`src/common/ovsl_pkg.sv`:
```
// Purpose: Shared constants of the output-voltage setpoint logic
// Assumes: Internal voltage unit is 2^-12 V (exponent -12)
// Notes: Command codes are the bus command bytes of each register
package ovsl_pkg;
    // Command codes of the three registers
    localparam logic [7:0] CMD_FORMAT = 8'h20;
    localparam logic [7:0] CMD_SETPOINT = 8'h21;
    localparam logic [7:0] CMD_TRIM = 8'h22;
    // Output-format byte layout
    localparam int REL_BIT = 7;
    localparam int EXP_MSB = 4;
    localparam logic [1:0] MODE_LINEAR = 2'h0;
    localparam logic [4:0] EXP_COARSE = 5'h1c; // -4
    localparam logic [4:0] EXP_FINE = 5'h14; // -12
    localparam logic [4:0] EXP_RESET = 5'h14;
    localparam logic [7:0] FORMAT_RESET = 8'h14;
    // Trim limits in counts of the current exponent
    localparam logic [15:0] TRIM_MAX = 16'h007f;
    localparam logic [15:0] TRIM_MIN = 16'hff81;
    // Backup trim limit in counts of exponent -12
    localparam logic [7:0] NVM_TRIM_MAX = 8'h7f;
    localparam logic [7:0] NVM_TRIM_MIN = 8'h81;
    // Internal unit width and scale
    localparam int UW = 26;
    localparam int VW = 24;
    localparam int UNITS_PER_V = 4096;
    // Valid setpoint plus trim per loop scale, in millivolts
    localparam int VMAX_MV_S1 = 700;
    localparam int VMAX_MV_S2 = 1400;
    localparam int VMAX_MV_S4 = 2800;
    localparam int VMAX_MV_S8 = 6000;
    localparam logic [VW-1:0] DAC_MAX_S1 = VW'(VMAX_MV_S1 * UNITS_PER_V / 1000);
    localparam logic [VW-1:0] DAC_MAX_S2 = VW'(VMAX_MV_S2 * UNITS_PER_V / 1000);
    localparam logic [VW-1:0] DAC_MAX_S4 = VW'(VMAX_MV_S4 * UNITS_PER_V / 1000);
    localparam logic [VW-1:0] DAC_MAX_S8 = VW'(VMAX_MV_S8 * UNITS_PER_V / 1000);
    // Loop scale selector codes: 1.0, 0.5, 0.25, 0.125
    localparam logic [1:0] SCALE_1 = 2'h0;
    localparam logic [1:0] SCALE_2 = 2'h1;
    localparam logic [1:0] SCALE_4 = 2'h2;
endpackage

```
`src/common/ovsl_calc_if.sv`:
```
// Purpose: Carries the combined target request and the DAC answer
// Assumes: Both ends on mclk
// Notes: Voltages are in 2^-12 V units
`timescale 1ns/10ps
interface ovsl_calc_if;
    import ovsl_pkg::*;
    logic signed [UW-1:0] setpointUnits;
    logic signed [UW-1:0] trimUnits;
    logic [VW-1:0] upperLimit;
    logic [VW-1:0] lowerLimit;
    logic [1:0] scaleSel;
    logic [15:0] slewStep;
    logic [VW-1:0] dacCode;
    logic limitHit;
    logic atTarget;
    modport ctrl (output setpointUnits, trimUnits, upperLimit, lowerLimit, scaleSel, slewStep,
                  input dacCode, limitHit, atTarget);
    modport target (input setpointUnits, trimUnits, upperLimit, lowerLimit, scaleSel, slewStep,
                    output dacCode, limitHit, atTarget);
endinterface

```
`src/verilog/ovsl_setpoint.sv`:
```
// Purpose: Output-format, setpoint and trim registers with boot loading
// Assumes: A bus engine outside decodes commands into one-cycle requests
// Notes: Answers come one clock after the request; DAC code is 2^-12 V units
//
// Functional notes
// RQ1 - Format bit 7 selects absolute when clear, relative when set; writable.
// RQ2 - Format mode bits 6:5 are read-only and always read linear code 00.
// RQ3 - Format bits 4:0 hold a signed exponent; only -4 to -12 accepted.
// RQ4 - A format change converts stored voltage values to the new exponent.
// RQ5 - Written voltages decode with the format in force at write time.
// RQ6 - A setpoint write sets the new target, reached at the slew rate.
// RQ7 - Power-good reset pin, when enabled, reloads boot voltage into setpoint.
// RQ8 - Boot default from memory when override is 0, from strap when 1.
// RQ9 - Boot voltage is kept apart from the current setpoint.
// RQ10 - After fault, keep setpoint if reload select is 0, reload boot if 1.
// RQ11 - Sum beyond upper or lower limit clamps there and raises warning.
// RQ12 - Trim is a signed offset added to the setpoint.
// RQ13 - Trim backup keeps 8 bits at exponent -12, limited to +-127.
// RQ14 - Trim writes beyond +-127 counts are refused and flagged invalid.
// RQ15 - Sum over DAC maximum but under upper limit clamps without warning.
// RQ16 - Valid sum is 0.7, 1.4, 2.8 or 6.0 V by loop scale.
// RQ17 - Setpoint writes outside the valid range are refused and flagged.
// RQ18 - Target is recomputed whenever setpoint, trim or format changes.
`timescale 1ns/10ps
module ovsl_setpoint (
    // Clock and reset
    input wire logic mclk,
    input wire logic rst,
    // Command requests from the bus engine
    input wire logic cmdValid,
    input wire logic cmdWrite,
    input wire logic [7:0] cmdCode,
    input wire logic [15:0] cmdWdata,
    output logic cmdAck,
    output logic cmdNack,
    output logic [15:0] cmdRdata,
    // Boot sources
    input wire logic strapOverride,
    input wire logic [15:0] strapSetpoint,
    input wire logic [15:0] nvmSetpoint,
    input wire logic [7:0] nvmFormat,
    input wire logic restoreAll,
    // Reset pin and fault handling
    input wire logic pgResetPin_n,
    input wire logic pgResetEnable,
    input wire logic faultShutdown,
    input wire logic faultReloadSelect,
    // Limits and loop settings
    input wire logic [ovsl_pkg::VW-1:0] upperLimit,
    input wire logic [ovsl_pkg::VW-1:0] lowerLimit,
    input wire logic [1:0] loopScaleSel,
    input wire logic [15:0] slewStep,
    // Status
    input wire logic clearStatus,
    output logic limitClampWarning,
    output logic statusWordVout,
    output logic invalidData,
    output logic hostAlert,
    // Outputs to the analog side and backup memory
    output logic [ovsl_pkg::VW-1:0] dacCode,
    output logic dacSettled,
    output logic [7:0] trimBackup
);
    import ovsl_pkg::*;

    typedef struct packed {
        logic relative_select;
        logic [4:0] expo;
        logic [15:0] setpoint;
        logic [15:0] trim;
        logic [15:0] boot;
        logic bootPend;
        logic [1:0] pgSync;
        logic ack;
        logic nack;
        logic [15:0] rdata;
        logic warn;
        logic wordVout;
        logic invalid;
        logic alert;
        logic [7:0] trimNvm;
    } ovsl_state_t;

    ovsl_state_t s_reg, s_next;
    ovsl_calc_if calc ();

    logic [15:0] defaultSetpoint;
    logic pgAsserted;
    logic signed [UW-1:0] spUnits;
    logic signed [UW-1:0] trUnits;
    logic signed [UW-1:0] wrUnits;
    logic [4:0] newExp;
    logic expOk;
    logic trimOk;
    logic spOk;
    logic isWr;

    // Rescale a stored count from one exponent to another
    function automatic logic [15:0] convExp(input logic [15:0] v, input logic [4:0] oldN,
                                            input logic [4:0] newN, input logic sgn);
        logic signed [5:0] d;
        logic signed [16:0] x;
        logic [15:0] r;
        d = $signed({oldN[4], oldN}) - $signed({newN[4], newN});
        x = $signed({sgn & v[15], v});
        if (d >= 0) begin
            r = 16'(x <<< d[3:0]);
        end else begin
            r = 16'(x >>> 4'(-d));
        end
        return r;
    endfunction

    // Express a count of exponent n in 2^-12 V units
    function automatic logic signed [UW-1:0] toUnits(input logic [15:0] v, input logic [4:0] n,
                                                   input logic sgn);
        logic signed [UW-1:0] x;
        logic [4:0] sh;
        x = $signed({{(UW-16){sgn & v[15]}}, v});
        sh = n - EXP_FINE;
        return x <<< sh[3:0];
    endfunction

    // Boot default source chosen by the override strap
    always_comb begin
        defaultSetpoint = strapOverride ? strapSetpoint : nvmSetpoint; // RQ8
        pgAsserted = pgResetEnable & ~s_reg.pgSync[1];
    end

    // Decode and check the request against the format now in force
    always_comb begin
        isWr = cmdValid & cmdWrite;
        newExp = cmdWdata[EXP_MSB:0];
        expOk = ($signed(newExp) <= $signed(EXP_COARSE)) && ($signed(newExp) >= $signed(EXP_FINE)); // RQ3
        trimOk = ($signed(cmdWdata) <= $signed(TRIM_MAX)) && ($signed(cmdWdata) >= $signed(TRIM_MIN)); // RQ14
        wrUnits = toUnits(cmdWdata, s_reg.expo, 1'b0); // RQ5
        spOk = wrUnits <= $signed({2'h0, DAC_MAX_S8}); // RQ17
        spUnits = toUnits(s_reg.setpoint, s_reg.expo, 1'b0);
        trUnits = toUnits(s_reg.trim, s_reg.expo, 1'b1);
    end

    // Request to the clamp and slew stage, refreshed every cycle
    always_comb begin
        calc.setpointUnits = spUnits; // RQ18
        calc.trimUnits = trUnits; // RQ18
        calc.upperLimit = upperLimit;
        calc.lowerLimit = lowerLimit;
        calc.scaleSel = loopScaleSel; // RQ16
        calc.slewStep = slewStep;
    end

    ovsl_target u_target (
        .mclk(mclk),
        .rst(rst),
        .calc(calc)
    );

    // Next state: boot load, reloads, then bus commands
    always_comb begin
        s_next = s_reg;
        s_next.pgSync = {s_reg.pgSync[0], pgResetPin_n};
        s_next.ack = 1'b0;
        s_next.nack = 1'b0;
        if (s_reg.bootPend) begin
            // Straps are sampled only after reset release
            s_next.bootPend = 1'b0;
            s_next.relative_select = nvmFormat[REL_BIT];
            s_next.expo = nvmFormat[EXP_MSB:0];
            s_next.boot = defaultSetpoint; // RQ8
            s_next.setpoint = defaultSetpoint; // RQ9
            s_next.trim = 16'h0000;
        end else if (restoreAll) begin
            s_next.boot = defaultSetpoint; // RQ8
            s_next.setpoint = defaultSetpoint;
        end else if (pgAsserted) begin
            s_next.setpoint = s_reg.boot; // RQ7
        end else if (faultShutdown && faultReloadSelect) begin
            s_next.setpoint = s_reg.boot; // RQ10
        end else if (cmdValid) begin
            s_next.ack = 1'b1;
            unique case (cmdCode)
                CMD_FORMAT: begin
                    s_next.rdata = {8'h00, s_reg.relative_select, MODE_LINEAR, s_reg.expo}; // RQ2
                    if (isWr && expOk) begin
                        s_next.relative_select = cmdWdata[REL_BIT]; // RQ1
                        s_next.expo = newExp;
                        s_next.setpoint = convExp(s_reg.setpoint, s_reg.expo, newExp, 1'b0); // RQ4
                        s_next.trim = convExp(s_reg.trim, s_reg.expo, newExp, 1'b1); // RQ4
                        s_next.boot = convExp(s_reg.boot, s_reg.expo, newExp, 1'b0); // RQ4
                    end else if (isWr) begin
                        s_next.ack = 1'b0;
                        s_next.nack = 1'b1; // RQ3
                    end
                end
                CMD_SETPOINT: begin
                    s_next.rdata = s_reg.setpoint;
                    if (isWr && spOk) begin
                        s_next.setpoint = cmdWdata; // RQ6
                    end else if (isWr) begin
                        s_next.ack = 1'b0;
                        s_next.nack = 1'b1; // RQ17
                    end
                end
                CMD_TRIM: begin
                    s_next.rdata = s_reg.trim;
                    if (isWr && trimOk) begin
                        s_next.trim = cmdWdata; // RQ12
                    end else if (isWr) begin
                        s_next.ack = 1'b0;
                        s_next.nack = 1'b1; // RQ14
                    end
                end
                default: begin
                    // Other commands belong to other blocks: stay silent
                    s_next.ack = 1'b0;
                end
            endcase
        end
        // Sticky status: a new event wins over a clear in the same cycle
        if (clearStatus) begin
            s_next.warn = 1'b0;
            s_next.wordVout = 1'b0;
            s_next.invalid = 1'b0;
        end
        if (calc.limitHit) begin
            s_next.warn = 1'b1; // RQ11
            s_next.wordVout = 1'b1; // RQ11
        end
        if (s_next.nack) begin
            s_next.invalid = 1'b1; // RQ14
        end
        s_next.alert = s_next.warn | s_next.invalid; // RQ11
        // Backup copy at exponent -12, saturated to 8 bits
        if (trUnits > $signed({{(UW-8){1'b0}}, NVM_TRIM_MAX})) begin
            s_next.trimNvm = NVM_TRIM_MAX; // RQ13
        end else if (trUnits < $signed({{(UW-8){1'b1}}, NVM_TRIM_MIN})) begin
            s_next.trimNvm = NVM_TRIM_MIN; // RQ13
        end else begin
            s_next.trimNvm = trUnits[7:0]; // RQ13
        end
    end

    always_ff @(posedge mclk or posedge rst) begin
        if (rst) begin
            s_reg <= '0;
            s_reg.expo <= EXP_RESET;
            s_reg.bootPend <= 1'b1;
            s_reg.pgSync <= 2'h3;
        end else begin
            s_reg <= s_next;
        end
    end

    // Outputs straight from flip-flops
    assign cmdAck = s_reg.ack;
    assign cmdNack = s_reg.nack;
    assign cmdRdata = s_reg.rdata;
    assign limitClampWarning = s_reg.warn;
    assign statusWordVout = s_reg.wordVout;
    assign invalidData = s_reg.invalid;
    assign hostAlert = s_reg.alert;
    assign dacCode = calc.dacCode;
    assign dacSettled = calc.atTarget;
    assign trimBackup = s_reg.trimNvm;
endmodule // ovsl_setpoint

```
`src/verilog/ovsl_target.sv`:
```
// Purpose: Clamps setpoint plus trim and slews the reference DAC code
// Assumes: Limits arrive already in 2^-12 V units
// Notes: Recomputed every cycle, so any register change retargets the slew at once
`timescale 1ns/10ps
module ovsl_target (
    // Clock and reset
    input wire logic mclk,
    input wire logic rst,
    // Target request and answer
    ovsl_calc_if.target calc
);
    import ovsl_pkg::*;

    typedef struct packed {
        logic [VW-1:0] dac;
        logic lim;
        logic done;
    } ovsl_tgt_t;

    ovsl_tgt_t s_reg, s_next;
    logic signed [UW:0] sum;
    logic [VW-1:0] dacMax;
    logic [VW-1:0] goal;
    logic limNow;

    // Ceiling of the DAC for the selected loop scale
    always_comb begin
        unique case (calc.scaleSel)
            SCALE_1: dacMax = DAC_MAX_S1;
            SCALE_2: dacMax = DAC_MAX_S2;
            SCALE_4: dacMax = DAC_MAX_S4;
            default: dacMax = DAC_MAX_S8;
        endcase
    end

    // Clamp order: user limits first, then DAC range which raises no warning
    always_comb begin
        sum = (UW+1)'(calc.setpointUnits) + (UW+1)'(calc.trimUnits); // RQ12
        limNow = 1'b0;
        if (sum > $signed({3'h0, calc.upperLimit})) begin
            goal = calc.upperLimit; // RQ11
            limNow = 1'b1;
        end else if (sum < $signed({3'h0, calc.lowerLimit})) begin
            goal = calc.lowerLimit; // RQ11
            limNow = 1'b1;
        end else begin
            goal = VW'(sum);
        end
        if (goal > dacMax) begin
            goal = dacMax; // RQ15
        end
    end

    // Slew the DAC toward the goal by at most slewStep per clock
    always_comb begin
        s_next = s_reg;
        s_next.lim = limNow;
        if (s_reg.dac + VW'(calc.slewStep) < goal) begin
            s_next.dac = s_reg.dac + VW'(calc.slewStep); // RQ6
        end else if (s_reg.dac > goal + VW'(calc.slewStep)) begin
            s_next.dac = s_reg.dac - VW'(calc.slewStep); // RQ6
        end else begin
            s_next.dac = goal;
        end
        s_next.done = (s_next.dac == goal);
    end

    always_ff @(posedge mclk or posedge rst) begin
        if (rst) begin
            s_reg <= '0;
        end else begin
            s_reg <= s_next;
        end
    end

    assign calc.dacCode = s_reg.dac;
    assign calc.limitHit = s_reg.lim;
    assign calc.atTarget = s_reg.done;
endmodule // ovsl_target
```
`config.mk`:
```
export PLATFORM = sky130hd
export DESIGN_NAME = ovsl_setpoint
export DESIGN_NICKNAME = d
export VERILOG_FILES = /design/src/common/ovsl_pkg.sv /design/src/common/ovsl_calc_if.sv /design/src/verilog/ovsl_setpoint.sv /design/src/verilog/ovsl_target.sv
export SDC_FILE = /design/constraint.sdc
export NUM_CORES = 1
export LEC_CHECK = 0
export BUFFER_PORTS_ARGS = -buffer_cell sky130_fd_sc_hd__buf_2
export CORE_MARGIN = 3
export CORE_UTILIZATION = 40
export CTS_BUF_LIST = sky130_fd_sc_hd__clkbuf_4 sky130_fd_sc_hd__clkbuf_8
export DETAILED_ROUTE_END_ITERATION = 12
export PLACE_DENSITY = 0.63
export SETUP_SLACK_MARGIN = 0.4
export SYNTH_ARGS = -nofsm -noshare
export SYNTH_HDL_FRONTEND = slang
export SYNTH_SLANG_ARGS = --single-unit
```
`constraint.sdc`:
```
create_clock -name mclk -period 21.1 [get_ports mclk]
set_input_delay 1.055 -clock mclk [delete_from_list [all_inputs] [get_ports mclk]]
set_output_delay 1.055 -clock mclk [all_outputs]
set_load 0.05 [all_outputs]
```
==> impl_metrics.csv <==
group,metric,value,unit
sta,slew_headroom,26.5,%
floorplanning,die-area,54300,um^2
yosys,synth.area.top_cells,"dfrtp_1 13%, ha_1 12%, a21oi_1 7.3%",
sta,maxClockFrequency,0.0609,GHz
cells_and_area,syn_to_final_growth,7.93,%
yosys,synth_fa_ha_area_share,12.2,%
placement,post-place-ws,4.90,ns
cells_and_area,utilization,44.0,%
yosys,yosysSeqAreaShare,13.7,%
grt,grt_use_total,27.6,%
worst_setup_path,r2r_end,"u_target.calc.atTarget$_DFF_PP0_",
cts,root_buffer,"clkbuf_8",
power,peakVddDrop,51.4,uV
sta,fin_worst_skew,0.0149,ns
power,power.leakage,9.89,nW
placement,port_buffers,193,
yosys,syn_inst,2841,
yosys,yosysWarnings,0,
worst_setup_path,path_max_fanout,55,
yosys,synth_area_leader_cell,"dfrtp_1",
worst_setup_path,critPathTopFamily,"compound AO/OA/AOI/OAI gates",
floorplanning,die_y,233,um
cts,clk_path_buf_depth,2,
floorplanning,num_rows,82,
worst_hold_path,hold_path_depth,0,
worst_setup_path,slowest_delay,0.75,ns
cts,htree_levels,4,
worst_setup_path,r2r_cells,69,
worst_setup_path,required,21.50,ns
cts,cts_buffers,17,
detailed_routing,wl,77100,um
worst_setup_path,worstPathArrival,16.81,ns
cells_and_area,ff_latch_area,2840,um^2
sta,setup_tns,0,ns
detailed_routing,detail_route.wl_per_cell,21.7,um
cts,cts-resized-gates,0,
flow_run,cap_violations,0,
detailed_routing,drt-initial-drc-count,2057,
worst_setup_path,rr_startpoint,"s_reg[83]$_DFFE_PP1P_",
cts,hold_buffers,0,
grt,grt_max_degree,74,
cts,clkTransAtPathRegs,0.08,ns
yosys,yosys.area_share.simple,19.4,%
detailed_routing,drc,0,
placement,hpwlAfterDp,58200,um
worst_setup_path,r2r_setup_slack,4.69,ns
yosys,syn_avg_cell_area,7.26,um^2
outcome,outcome,"complete, no violations",
cells_and_area,drive_above_1_share,13.9,%
worst_hold_path,hp-class,"flip-flop to flip-flop",
yosys,synth_top_family_by_area,"compound AO/OA/AOI/OAI gates",
yosys,synth_top_area_share,13.1,%
sta,slew_viol_final,0,
worst_setup_path,crit_type,"flip-flop to flip-flop",
worst_setup_path,worstSetupEndpointType,"flip-flop",
worst_setup_path,crit_buf_inv,4,
sta,setup_violations,0,
worst_hold_path,min_from,"s_next[31]$_DFF_PP1_",
cts,cts_tree,"yes",
grt,antenna_found_initial,3,
cts,post_cts_buffers,0,
detailed_routing,avgViaCountPerCell,6.22,
yosys,syn-cell-area,20600,um^2
grt,grt_overflow,0,
worst_setup_path,crit_path_start_kind,"flip-flop",
yosys,yosys.cell_types.count,103,
sta,rsz0062_at_grt,"false",
sta,fin_crit_sh,77.8,%
floorplanning,die_x,233,um
floorplanning,io_pins,196,
cells_and_area,multi_input_area,16300,um^2
sta,finalCriticalPeriod,16.41,ns
yosys,ys_ff_latch,113,
grt,grt_pass1_vias,20900,
detailed_routing,detail-route-antenna-nets,0,
cts,clkLatencyLatePin,0.52,ns
cts,numClockSinks,113,
cells_and_area,nets,3206,
yosys,synth-xor-area-share,4.33,%
detailed_routing,first_pass_iters,6,
yosys,synthFlopType,"dfrtp_1",
worst_setup_path,slowest_stage,"nor2b_1",
yosys,synth_compound_area_share,29.1,%
sta,hold_ws,0.359,ns
sta,layout_setup_ws,4.69,ns
worst_hold_path,hold_end,"s_reg[31]$_DFF_PP1_",
sta,worst_pin_slew,1.10,ns
floorplanning,coreArea,50600,um^2
power,cellPowerDensity,110,nW/um^2
cells_and_area,largest_reg_flops,56,
grt,grt_pass1_wl,119000,um
cells_and_area,fill_cells,5238,
yosys,synth_edf_count,0,
placement,gp_congestion,0.949,
yosys,async_flop_share,100,%
floorplanning,start_util,40.8,%
detailed_routing,vias,22100,
yosys,muxShareOfSynthArea,13.2,%
sta,hold_viol,0,
==> cells in the mapped netlist, drive strengths merged, types with 6 or more instances <==
cell type / instances
nand2b: 33
nand2: 273
buf: 79
mux2i: 151
inv: 155
o22ai: 14
mux4: 28
and3: 21
mux2: 49
nor2: 238
and4: 6
a22oi: 21
xnor2: 70
ha: 192
a2bb2oi: 8
o21a: 19
o211ai: 41
nor2b: 62
nand3: 77
or4: 6
a221oi: 16
nor3: 53
xor2: 32
o21ai: 224
a221o: 11
o31ai: 25
a211oi: 73
a2111oi: 9
a311oi: 8
a21oi: 303
o31a: 8
nand4: 31
clkbuf: 163
nor4: 11
a31oi: 42
a21o: 47
or3: 12
dfrtp: 108
o21bai: 19
and2: 14
==> layout make-up <==
class | count | share of cell area, %
multi-input combinational | 2345 | 73.2
clock buffer | 20 | 1.21
sequential | 113 | 12.7
inverter | 157 | 2.66
antenna | 3 | 0.0337
clock inverter | 12 | 0.652
timing repair buffer | 234 | 5.72
tap | 672 | 3.78
==> cells by family after synthesis <==
kind of cell | Yosys count
XOR/XNOR | 102
flip-flops | 113
adder cells (fa/ha/maj) | 199
AND/OR/NAND/NOR | 858
multiplexers | 228
AO/OA/AOI/OAI | 940
other | 2
buffers and inverters | 399
==> power breakdown <==
| part | internal (mW) | switching (mW) | total (mW) |
|---|---|---|---|
| combinational | 0.701 | 1.19 | 1.89 |
| clock | 0.115 | 0.113 | 0.228 |
| sequential | 0.254 | 0.0760 | 0.330 |
==> placed cells by master, fill, tap and decap left out, drive strengths merged, types with 53 or more instances in the layout <==
cell    instances
a211oi         73
a21oi         303
buf           234
dfrtp         108
ha            192
inv           160
mux2i         151
nand2         273
nand3          77
nor2          238
nor2b          62
nor3           53
o21ai         224
xnor2          70
==> layer usage <==
layer | wire length, um | track usage (%)
met1 | 33700 | 37.3
met2 | 34500 | 44.2
met3 | 5860 | 3.95
met4 | 3000 | 11.2
met5 | 0 | 0
==> worst max-delay path by stage <==
stage                                       endpoint  depth (start not counted)  slack (ns)                  start
global route        u_target.calc.atTarget$_DFF_PP0_                         71        3.61  s_reg[81]$_DFFE_PP0P_
CTS                 u_target.calc.atTarget$_DFF_PP0_                         69        4.83  s_reg[83]$_DFFE_PP1P_
finish              u_target.calc.atTarget$_DFF_PP0_                         69        4.69  s_reg[83]$_DFFE_PP1P_
detailed placement  u_target.calc.atTarget$_DFF_PP0_                         69        4.90  s_reg[83]$_DFFE_PP1P_
floorplan           u_target.calc.atTarget$_DFF_PP0_                         83        6.49  s_reg[82]$_DFFE_PP0P_
global placement    u_target.calc.atTarget$_DFF_PP0_                         69        5.12  s_reg[83]$_DFFE_PP1P_
==> per-stage QoR <==
| stage | cell area (um^2) | instances | total power, mW |
|---|---|---|---|
| 4_1_cts | 22300 | 3553 | 2.42 |
| 5_1_grt | 22300 | 3556 | 2.65 |
| 6_report | 22300 | 3556 | 2.45 |
| 2_1_floorplan | 20700 | 2857 | 1.70 |
| 3_3_place_gp | 21800 | 3521 | 2.14 |
| 3_5_place_dp | 21800 | 3521 | 2.18 |
Note: power is estimated with default switching activity, not from simulation.
